## src/shared/ttg_consts.vh

```
// Constants for the transmitter timeout guard and self-test block
// Operation
// - Monitor activity hidden when indicate bit clear, unless other_in_mt_msg is set
// - Indicate bit set ORs monitor activity in while monitor enabled
// - Low config bit always reads zero
// - Per-bus watchdog cuts transmission past 663us
// - Arm: pin, write one, then write zero
// - Pin may drop after the one write
// - Armed reply sends 35 incrementing words
// - Watchdog stops test burst at 663us
// - Cutoff sets loopback-fail pending bit if enabled
// - Trigger bit self-clears, always reads zero
// - Pending flag set when arming completes
// - Pending flag clears when test transmission starts
// - Host performs bus shutdown via inhibit bits
`ifndef TTG_CONSTS_VH
`define TTG_CONSTS_VH
`define TTG_ADDR_CFG2 16'h004e
`define TTG_ADDR_CFG_LOW 16'h0000
`define TTG_ADDR_RT_CFG 16'h0017
`define TTG_ADDR_HW_PEND 16'h0006
`define TTG_BIT_TRIGGER 15
`define TTG_BIT_PENDING 14
`define TTG_BIT_MON_IND 1
`define TTG_BIT_AUTO_BSD 0
`define TTG_BIT_INH_A 1
`define TTG_BIT_INH_B 2
`define TTG_BIT_LBF_A 12
`define TTG_BIT_LBF_B 11
`define TTG_TIMEOUT_NS 663000
`define TTG_CLK_NS 5
`define TTG_TEST_WORDS 6'h23
`define TTG_ZERO16 16'h0000
`endif

```

## src/hdl/ttg_guard.v

```verilog
// Transmitter timeout watchdogs, timeout self-test arming and activity merge
`timescale 1ns/1ps
`include "ttg_consts.vh"
module ttg_guard #(
  parameter TIMEOUT_CYCLES = `TTG_TIMEOUT_NS / `TTG_CLK_NS
) (
  input wire clk_sys,
  input wire sys_rst,
  input wire test_pin,
  input wire host_wr,
  input wire host_rd,
  input wire [15:0] host_addr,
  input wire [15:0] host_wdata,
  output reg [15:0] host_rdata,
  input wire tx_a_req,
  input wire tx_b_req,
  input wire [15:0] tx_a_data,
  input wire [15:0] tx_b_data,
  output wire tx_a_en,
  output wire tx_b_en,
  output reg [15:0] tx_a_out,
  output reg [15:0] tx_b_out,
  input wire rt_tx_start,
  input wire rt_tx_bus_b,
  output wire test_burst_active,
  output reg [5:0] test_word_count,
  input wire word_done,
  input wire lbf_irq_en_a,
  input wire lbf_irq_en_b,
  output reg lbf_pend_a,
  output reg lbf_pend_b,
  input wire [15:0] hw_pend_clear,
  input wire mt_active,
  input wire mt_enabled,
  input wire other_active,
  input wire other_in_mt_msg,
  output wire active_out,
  input wire mc_shutdown_rx,
  output wire auto_bus_shutdown_disable,
  output wire bus_a_inhibit,
  output wire bus_b_inhibit
);

  // ------------------------------------------------------------
  // Registers
  // ------------------------------------------------------------
  reg monitor_activity_indicate_reg;
  reg auto_bsd_reg;
  reg inh_a_reg;
  reg inh_b_reg;
  reg tx_timeout_test_pending_reg;
  reg trig_seen_reg;        // One written to trigger with test_pin high on the previous access
  reg test_run_reg;
  reg test_bus_b_reg;
  reg [31:0] wd_a_reg;
  reg [31:0] wd_b_reg;
  reg trip_a_reg;
  reg trip_b_reg;

  wire access = host_wr | host_rd;
  wire wr_cfg2 = host_wr && (host_addr == `TTG_ADDR_CFG2);
  wire wr_low = host_wr && (host_addr == `TTG_ADDR_CFG_LOW);
  wire wr_rt = host_wr && (host_addr == `TTG_ADDR_RT_CFG);
  wire arm_done = trig_seen_reg && wr_cfg2 && !host_wdata[`TTG_BIT_TRIGGER];
  wire start_test = tx_timeout_test_pending_reg && rt_tx_start;

  // ------------------------------------------------------------
  // Host configuration writes
  // ------------------------------------------------------------
  always @(posedge clk_sys) begin
    if (sys_rst) begin
      monitor_activity_indicate_reg <= 1'b0;
      auto_bsd_reg <= 1'b0;
      inh_a_reg <= 1'b0;
      inh_b_reg <= 1'b0;
    end else begin
      if (wr_low) begin
        monitor_activity_indicate_reg <= host_wdata[`TTG_BIT_MON_IND];
      end
      if (wr_rt) begin
        auto_bsd_reg <= host_wdata[`TTG_BIT_AUTO_BSD];
        inh_a_reg <= host_wdata[`TTG_BIT_INH_A];
        inh_b_reg <= host_wdata[`TTG_BIT_INH_B];
      end
    end
  end

  // Shutdown commands only ever come from host inhibit writes here; the received
  // command is deliberately ignored when the host owns shutdown
  assign auto_bus_shutdown_disable = auto_bsd_reg;
  assign bus_a_inhibit = inh_a_reg;
  assign bus_b_inhibit = inh_b_reg;

  // ------------------------------------------------------------
  // Self-test arming sequence
  // ------------------------------------------------------------
  // Any access after the one write either completes or aborts the sequence
  always @(posedge clk_sys) begin
    if (sys_rst) begin
      trig_seen_reg <= 1'b0;
      tx_timeout_test_pending_reg <= 1'b0;
    end else begin
      if (access) begin
        trig_seen_reg <= wr_cfg2 && host_wdata[`TTG_BIT_TRIGGER] && test_pin;
      end
      if (arm_done) begin
        tx_timeout_test_pending_reg <= 1'b1;
      end else if (start_test) begin
        tx_timeout_test_pending_reg <= 1'b0;
      end
    end
  end

  // ------------------------------------------------------------
  // Test burst: 35 words of incrementing count
  // ------------------------------------------------------------
  always @(posedge clk_sys) begin
    if (sys_rst) begin
      test_run_reg <= 1'b0;
      test_bus_b_reg <= 1'b0;
      test_word_count <= 6'h00;
    end else if (start_test) begin
      test_run_reg <= 1'b1;
      test_bus_b_reg <= rt_tx_bus_b;
      test_word_count <= 6'h00;
    end else if (test_run_reg) begin
      if ((test_bus_b_reg ? trip_b_reg : trip_a_reg) ||
          (word_done && test_word_count == `TTG_TEST_WORDS - 6'h01)) begin
        test_run_reg <= 1'b0;
      end else if (word_done) begin
        test_word_count <= test_word_count + 6'h01;
      end
    end
  end
  assign test_burst_active = test_run_reg;

  // ------------------------------------------------------------
  // Per-bus watchdogs
  // ------------------------------------------------------------
  wire req_a = tx_a_req | (test_run_reg & ~test_bus_b_reg);
  wire req_b = tx_b_req | (test_run_reg & test_bus_b_reg);
  always @(posedge clk_sys) begin
    if (sys_rst) begin
      wd_a_reg <= 32'h00000000;
      wd_b_reg <= 32'h00000000;
      trip_a_reg <= 1'b0;
      trip_b_reg <= 1'b0;
    end else begin
      // Idle clears both count and trip so the next transmission starts fresh
      if (!req_a) begin
        wd_a_reg <= 32'h00000000;
        trip_a_reg <= 1'b0;
      end else if (wd_a_reg >= TIMEOUT_CYCLES - 1) begin
        trip_a_reg <= 1'b1;
      end else begin
        wd_a_reg <= wd_a_reg + 32'h00000001;
      end
      if (!req_b) begin
        wd_b_reg <= 32'h00000000;
        trip_b_reg <= 1'b0;
      end else if (wd_b_reg >= TIMEOUT_CYCLES - 1) begin
        trip_b_reg <= 1'b1;
      end else begin
        wd_b_reg <= wd_b_reg + 32'h00000001;
      end
    end
  end
  assign tx_a_en = req_a & ~trip_a_reg & ~inh_a_reg;
  assign tx_b_en = req_b & ~trip_b_reg & ~inh_b_reg;

  // Transmit data: test words carry the running count
  always @(posedge clk_sys) begin
    if (sys_rst) begin
      tx_a_out <= `TTG_ZERO16;
      tx_b_out <= `TTG_ZERO16;
    end else begin
      tx_a_out <= (test_run_reg & ~test_bus_b_reg) ? {10'h000, test_word_count} : tx_a_data;
      tx_b_out <= (test_run_reg & test_bus_b_reg) ? {10'h000, test_word_count} : tx_b_data;
    end
  end

  // ------------------------------------------------------------
  // Loopback-fail pending bits; a new cutoff beats a same-cycle clear
  // ------------------------------------------------------------
  wire cut_a = test_run_reg & ~test_bus_b_reg & trip_a_reg;
  wire cut_b = test_run_reg & test_bus_b_reg & trip_b_reg;
  always @(posedge clk_sys) begin
    if (sys_rst) begin
      lbf_pend_a <= 1'b0;
      lbf_pend_b <= 1'b0;
    end else begin
      if (cut_a && lbf_irq_en_a) begin
        lbf_pend_a <= 1'b1;
      end else if (hw_pend_clear[`TTG_BIT_LBF_A]) begin
        lbf_pend_a <= 1'b0;
      end
      if (cut_b && lbf_irq_en_b) begin
        lbf_pend_b <= 1'b1;
      end else if (hw_pend_clear[`TTG_BIT_LBF_B]) begin
        lbf_pend_b <= 1'b0;
      end
    end
  end

  // ------------------------------------------------------------
  // Activity output
  // ------------------------------------------------------------
  assign active_out = other_active |
                      (monitor_activity_indicate_reg & mt_enabled & mt_active) |
                      (mt_active & other_in_mt_msg);

  // ------------------------------------------------------------
  // Register read data
  // ------------------------------------------------------------
  always @(posedge clk_sys) begin
    if (sys_rst) begin
      host_rdata <= `TTG_ZERO16;
    end else if (host_rd) begin
      host_rdata <= `TTG_ZERO16;
      case (host_addr)
        `TTG_ADDR_CFG2: host_rdata[`TTG_BIT_PENDING] <= tx_timeout_test_pending_reg;
        `TTG_ADDR_CFG_LOW: host_rdata[`TTG_BIT_MON_IND] <= monitor_activity_indicate_reg;
        `TTG_ADDR_RT_CFG: begin
          host_rdata[`TTG_BIT_AUTO_BSD] <= auto_bsd_reg;
          host_rdata[`TTG_BIT_INH_A] <= inh_a_reg;
          host_rdata[`TTG_BIT_INH_B] <= inh_b_reg;
        end
        `TTG_ADDR_HW_PEND: begin
          host_rdata[`TTG_BIT_LBF_A] <= lbf_pend_a;
          host_rdata[`TTG_BIT_LBF_B] <= lbf_pend_b;
        end
        default: host_rdata <= `TTG_ZERO16;
      endcase
    end
  end

endmodule // ttg_guard

```

## config.mk

```make
export PLATFORM = sky130hd
export DESIGN_NAME = ttg_guard
export DESIGN_NICKNAME = d
export VERILOG_FILES = /design/src/hdl/ttg_guard.v
export VERILOG_INCLUDE_DIRS = /design/src /design/src/shared
export SDC_FILE = /design/constraint.sdc
export NUM_CORES = 1
export LEC_CHECK = 0
export BUFFER_PORTS_ARGS = -buffer_cell sky130_fd_sc_hd__buf_4
export CAP_MARGIN = 20
export CORE_MARGIN = 2
export CORE_UTILIZATION = 50
export CTS_CLUSTER_DIAMETER = 40
export CTS_CLUSTER_SIZE = 30
export DETAILED_ROUTE_END_ITERATION = 6
export PLACE_DENSITY = 0.79
export REMOVE_ABC_BUFFERS = 1
export SLEW_MARGIN = 20
export SYNTH_ARGS = -nofsm -noshare
export SYNTH_HDL_FRONTEND = slang
export SYNTH_SLANG_ARGS = --single-unit
```

## constraint.sdc

```tcl
create_clock -name clk_sys -period 5.5 [get_ports clk_sys]
set_input_delay 0.55 -clock clk_sys [delete_from_list [all_inputs] [get_ports clk_sys]]
set_output_delay 0.55 -clock clk_sys [all_outputs]
set_load 0.01 [all_outputs]
```

* Yosys cells after proc, flatten, opt, wreduce, memory -nomap -nowiden
Cells that the tools add are included.
W data, S select, Z words.
** Word-level totals
- Word-level logic and storage cells :: 93
- Output and inout bits :: 63
- Bits in registers :: 120
- Input port bits :: 97
** Operators by class
- Multiplexer cells :: 17
- Eq/ne operators :: 4
- $add $sub $neg :: 3
- Reductions and logical operators :: 23
- $lt $le $gt $ge :: 2
- Bitwise operators :: 24
** Operator list (count)
- $add A32 B1 Y32 const B :: 2
- $ge A32 B18 Y1 const B :: 2
- $eq A16 B3 Y1 const B :: 1
- $eq A16 B5 Y1 const B :: 1
- $eq A16 B7 Y1 const B :: 1
- $logic_not A16 Y1 :: 1
- $mux W1 :: 13
- $mux W6 :: 2
- $and A1 B1 Y1 :: 11
- $logic_and A1 B1 Y1 :: 11
- $reduce_or A2 Y1 :: 5
- $not A1 Y1 :: 8
- $add A6 B1 Y6 const B :: 1
- $eq A6 B6 Y1 const B :: 1
- $reduce_bool A2 Y1 :: 3
- $or A1 B1 Y1 :: 5
- $reduce_and A3 Y1 :: 1
- $mux W2 :: 1
- $pmux W1 S2 :: 1
- $logic_not A1 Y1 :: 1
- $logic_or A1 B1 Y1 :: 1

* Logic depth before layout (Yosys ltp)
Gate-level depths: netlist (run 1).
- Depth after elaboration :: 6
- Depth in mapped cells :: 8
- Gate-level depth less buffers :: 7

* Worst setup path before layout (run 1)
OpenSTA, ideal clock, no wires.
- Path kind :: register -> register
- From :: register wd_a_reg[0]
- To :: register wd_a_reg[11]
- Required time :: 5.430 ns
- Clock period less this slack :: 1.882 ns
- Path buffers :: 1
- Library setup time :: 0.070 ns
- Cell stages (with the launch flop) :: 9
- Setup slack :: 3.618 ns
- Arrival :: 1.812 ns
- Cell sequence :: dfxtp_1 > ha_1 > a21oi_1 > nor4_1 > nor3_1 > buf_2 > nand4_1 > or4_1 > a21oi_1
** On the way
- Longest elaborated chain between the ends :: 1
- Elaborated cells between the ends (all ways) :: 2
- Those cells by class :: add/sub: 1; order compare: 1
** Ends and longest elaborated chain
- from (decl) :: line ttg_guard.v:55 : reg [31:0] wd_a_reg;
- from (signal assigned) :: line ttg_guard.v:156 : wd_a_reg <= wd_a_reg + 32'h00000001;
- $add A32 B1 Y32 or $ge A32 B18 Y1 (tied branches) :: line ttg_guard.v:156, ttg_guard.v:153
Parallel ways exist; a longest one is shown, timed or not.
A chain may end at the register's enable or synchronous reset.

* Final worst setup path (run 1)
- From :: register wd_a_reg[0]
- To :: register wd_a_reg[16]
The elaborated chain is that of the path after synthesis.

==> results.cfg, run 1 <==
[power_and_ir_drop]
switchingPower_mw = 0.444
clkPwrFrac = 0.536
peakVddDrop_mv = 0.186
report.power.total_mw = 2.14
p_per_area_mw_per_mm2 = 336
seqPwrFrac = 0.416
internal-power_mw = 1.69
p_leak_nw = 2.65
swShare = 0.208
power_frac_comb = 0.048

[synthesis]
synth_edf_count = 0
syn_avg_cell_area_um2 = 9.11
synth_compound_area_frac = 0.0769
synth_top_family_by_area = simple AND/OR/NAND/NOR gates
synthXorXnorAreaFrac = 0.0533
ys_seq_area_frac = 0.504
synthSimpleGateAreaFrac = 0.306
synth_fa_ha_area_frac = 0.0105
async_flop_share = 0
synth-seq-cells = 120
synth.cell_area_mm2 = 0.00476
synth.distinct_cells = 53
yosysWarningCount = 0
synth_cells = 523
synth_mux_area_frac = 0.00840
synth_top_area_share = 0.504
synth_area_leaders = dfxtp_1, and2_1, nor2_1
synth_top_flop_cell = dfxtp_1
synth_top_area_cell = dfxtp_1

[sta]
maxSlewViolCount = 0
min_period_ns = 2.93
slew_headroom = 0.292
whs_ns = 0.245
period_share = 0.532
worst_pin_slew_ns = 1.05
max_freq_mhz = 342
setup_viol = 0
hold_viol = 0
grt_setup_unrepaired = false
fin_tns_setup_ns = 0
clock_skew_ns = 0.00675

[status]
status = finished, final reports clean

[global_routing]
antenna_found_initial = 0
grt_usage = 0.201
grt_overflow_total = 0
grt_pass1_vias = 3854
grt_max_degree = 36
grt_pass1_wl_um = 16600

[detailed_routing]
firstDrtPassIters = 5
drc = 0
vias_per_cell = 5.13
wl_um = 10400
routed-via-count = 4024
wire_per_inst_um = 13.2
drtIter0Drc = 111
ant_nets = 0

[cts]
ctsResizeCount = 0
root_buffer = clkbuf_8
cts_buffers = 17
clk_latency_ns = 0.50
cts_tree = done
cts_sinks = 120
cts_max_level = 4
cts.path.max_buffers = 2
cts_setup_buffers = 0
clk_pin_slew_ns = 0.06
cts_hold_buf = 0

[die]
die_x_um = 102
num_rows = 35
num_io_pins = 160
core_area_mm2 = 0.00924
die_h_um = 102
die_area_mm2 = 0.0103
start_util = 0.516

[placement]
dpl_cell_area_mm2 = 0.00573
place.detailed.hpwl_um = 7420
port_buffers = 122
place_congestion = 0.847

[critical_path]
cp.required_ns = 5.93
critPathArrivalTime_ns = 3.36
worstSetupPathType = flip-flop to flip-flop
cp_max_fo = 11
startpoint_type = flip-flop
r2r_setup_slack_ns = 2.57
end_kind = flip-flop

[cells_and_area]
final_cell_mix = buf_4, dfxtp_1, nor2_1
final_layout_size_suffix_gt1_frac = 0.258
fin_nets = 744
fin_area_mm2 = 0.00635
area_growth_pct = 33.4
n_antenna_cell = 0
layout_commonest_cell = buf_4

[worst_hold_path]
hold_class = input pin to flip-flop

[run]
cap_violations = 0
-- cell families (layout without fill, tap and decap cells) --
group / Yosys count / count (layout)
fa+ha+maj: 4 / 4
other cells: 1 / 10
xor+xnor: 29 / 29
mux: 4 / 4
simple gates: 271 / 271
flops: 120 / 120
buf+inv: 38 / 162
compound gates: 56 / 56
-- power groups by stage --
stage	combinational, mW	clock [mW]	sequential, mW
2_1_floorplan	0.0257	0	0.913
3_3_place_gp	0.100	0	0.906
3_5_place_dp	0.102	0	0.907
4_1_cts	0.102	1.16	0.888
5_1_grt	0.112	1.20	0.889
6_report	0.102	1.15	0.888
-- critical path, cell delays in order, from the launching register on --
cell and delay (ns):
dfxtp_1 0.35, ha_1 0.27, a21oi_1 0.18, nor4_1 0.08, nor3_1 0.81, nand2_1 0.42
or4_1 0.60, a21oi_1 0.16
-- worst paths after layout --
| path | end | from | depth (start not counted) |
|---|---|---|---|
| worst max register to register | wd_a_reg[16]$_SDFFE_PP0N_ | wd_a_reg[0]$_SDFFE_PP0N_ | 7 |
| worst max-delay path | wd_a_reg[16]$_SDFFE_PP0N_ | wd_a_reg[0]$_SDFFE_PP0N_ | 7 |
| worst min register to register | wd_b_reg[20]$_SDFFE_PP0N_ | wd_b_reg[20]$_SDFFE_PP0N_ | 1 |
| worst min-delay path | tx_b_out[9]$_SDFF_PP0_ | tx_b_data[9] | 2 |
-- stage by stage --
stage | worst slack, ns | instances | utilization
floorplan | 2.99 | 502 | -
global placement | 2.68 | 753 | 0.619
detailed placement | 2.62 | 753 | 0.620
CTS | 2.60 | 785 | 0.688
global route | 2.34 | 785 | 0.688
finish | 2.57 | 785 | 0.688
-- Yosys cell counts, types with 3 or more instances --
cell	number
and3_1	11
or3_1	4
nor4_1	11
nand4_1	14
nand2b_1	5
nor2b_1	6
o21ai_0	4
buf_4	10
inv_1	8
nor4_2	4
a21oi_1	30
mux2i_1	4
xnor2_1	12
or4_1	5
dfxtp_1	120
nand2_1	52
ha_1	4
nor2_1	62
xor2_1	17
clkbuf_1	15
buf_2	3
nor3_1	10
nand3_1	21
and2_1	50
-- layer usage --
layer | global-route usage | vias up | part of all wire
li1 | - | 2020 | -
met1 | 0.229 | 1877 | 0.43
met2 | 0.353 | 113 | 0.51
met3 | 0.0504 | 14 | 0.050
met4 | 0.0936 | 0 | 0.0092
met5 | 0 | - | 0
-- layout make-up --
class	instances	area, um^2
Clock buffer	18	428
Clock inverter	14	196
Fill cell	706	2890
Inverter	8	30.0
Multi-Input combinational cell	374	2220
Sequential cell	120	2400
Tap cell	129	161
Timing Repair Buffer	122	916
Note: power is estimated with default switching activity, not from simulation.
==> run 2: changes to the inputs <==
Settings changed: CORE_UTILIZATION 50 to 45, PLACE_DENSITY 0.79 to 0.75.
Clock period 5.5 ns to 2.5 ns, I/O delays scaled along.
==> run 2 against run 1 <==
Via count is 5.4% higher; sequential power grew 120%; wire length rose by 14%; critical path type unchanged.
==> results.cfg, run 2 (synthesis results as in run 1) <==
[detailed_routing]
drtIter0Drc = 201
wl_um = 11800
wire_per_inst_um = 14.1
ant_nets = 0
firstDrtPassIters = 5
vias_per_cell = 5.07
drc = 0
routed-via-count = 4242

[placement]
pre_cts_ws_ns = 0.326
dp.cells = 767
port_buffers = 122
place_congestion = 0.802
dpl_cell_area_mm2 = 0.00578
place.detailed.hpwl_um = 7740

[cells_and_area]
fin_nets = 788
layout_commonest_cell = buf_4
area_growth_pct = 41.2
final_cell_mix = buf_4, dfxtp_1, nor2_1
fin_util = 0.652
n_antenna_cell = 0
instances_no_fill = 836
fin_area_mm2 = 0.00673
final_layout_size_suffix_gt1_frac = 0.251

[cts]
cts.path.max_buffers = 2
cts_tree = done
cts_setup_buffers = 0
clk_latency_ns = 0.50
cts_sinks = 120
cts_buffers = 17
cts_hold_buf = 37
clk_pin_slew_ns = 0.06
ctsResizeCount = 0
cts_max_level = 4
root_buffer = clkbuf_8

[status]
status = finished, final reports clean

[sta]
clock_skew_ns = 0.00739
fin_tns_setup_ns = 0
worst_pin_slew_ns = 0.632
whs_ns = 0.0269
period_share = 0.878
slew_headroom = 0.577
grt_setup_unrepaired = false
setup_slack_ns = 0.306
max_freq_mhz = 456
min_period_ns = 2.19
maxSlewViolCount = 0
setup_viol = 0
hold_viol = 0

[critical_path]
worst_path_max_delay_cell = or4_1
critPathMostFrequentCell = a21oi_1
crit_family = simple AND/OR/NAND/NOR gates
cp_max_fo = 11
cp.required_ns = 2.94
crit_path_max_incr_delay_ns = 0.55
worstSetupPathType = flip-flop to flip-flop
startpoint_type = flip-flop
critPathArrivalTime_ns = 2.63
crit_chain = ha_1 > a21oi_1 > nor4_1 > nor3_1 > buf_4 > nand2_1 > or4_1 > a21oi_1
end_kind = flip-flop
cp_num_buf_inv = 1

[die]
num_rows = 37
start_util = 0.462
core_area_mm2 = 0.0103
die_x_um = 107
num_io_pins = 160
die_h_um = 107
die_area_mm2 = 0.0114

[worst_hold_path]
hold_class = input pin to flip-flop

[global_routing]
grt_pass1_vias = 4045
antenna_found_initial = 0
grt_usage = 0.209
grt_pass1_wl_um = 19100
grt_overflow_total = 0
grt_max_degree = 25

[power_and_ir_drop]
peakVddDrop_mv = 0.613
p_per_area_mw_per_mm2 = 678
p_leak_nw = 2.83
report.power.total_mw = 4.56

[run]
cap_violations = 0
==> run 2: path summary, 6_finish.rpt <==
path | cells after the start | slack, ns | startpoint | endpoint
hold / removal | 3 | 0.03 | lbf_irq_en_b | lbf_pend_b$_SDFFE_PP0P_
hold reg to reg | 1 | 0.46 | wd_a_reg[26]$_SDFFE_PP0N_ | wd_a_reg[26]$_SDFFE_PP0N_
setup reg to reg | 8 | 0.31 | wd_a_reg[0]$_SDFFE_PP0N_ | wd_a_reg[16]$_SDFFE_PP0N_
setup / recovery | 8 | 0.31 | wd_a_reg[0]$_SDFFE_PP0N_ | wd_a_reg[16]$_SDFFE_PP0N_
==> run 2: per-layer routing <==
layer | GRT usage | part of all wire | wire length, um
met4 | 0.0733 | 0.0086 | 102
met1 | 0.246 | 0.43 | 5050
met5 | 0 | 0 | 0
met2 | 0.375 | 0.51 | 6040
met3 | 0.0438 | 0.052 | 615
==> run 2: report_power, final <==
| group | switching, mW | internal [mW] |
|---|---|---|
| sequential | 0.0123 | 1.94 |
| combinational | 0.115 | 0.166 |
| clock | 0.874 | 1.45 |
| total | 1.00 | 3.56 |
==> run 2: worst register-to-register path, stage by stage, from the launching register on <==
cell     delay (ns)
dfxtp_1        0.34
ha_1           0.28
a21oi_1        0.22
nor4_1         0.09
nor3_1         0.14
buf_4          0.20
nand2_1        0.18
or4_1          0.55
a21oi_1        0.15
==> run 2: final cells by class <==
cell class | count | area, um^2
Inverter | 8 | 30.0
Sequential cell | 120 | 2400
Clock inverter | 14 | 148
Fill cell | 782 | 3600
Multi-Input combinational cell | 374 | 2210
Timing Repair Buffer | 166 | 1340
Tap cell | 136 | 170
Clock buffer | 18 | 428
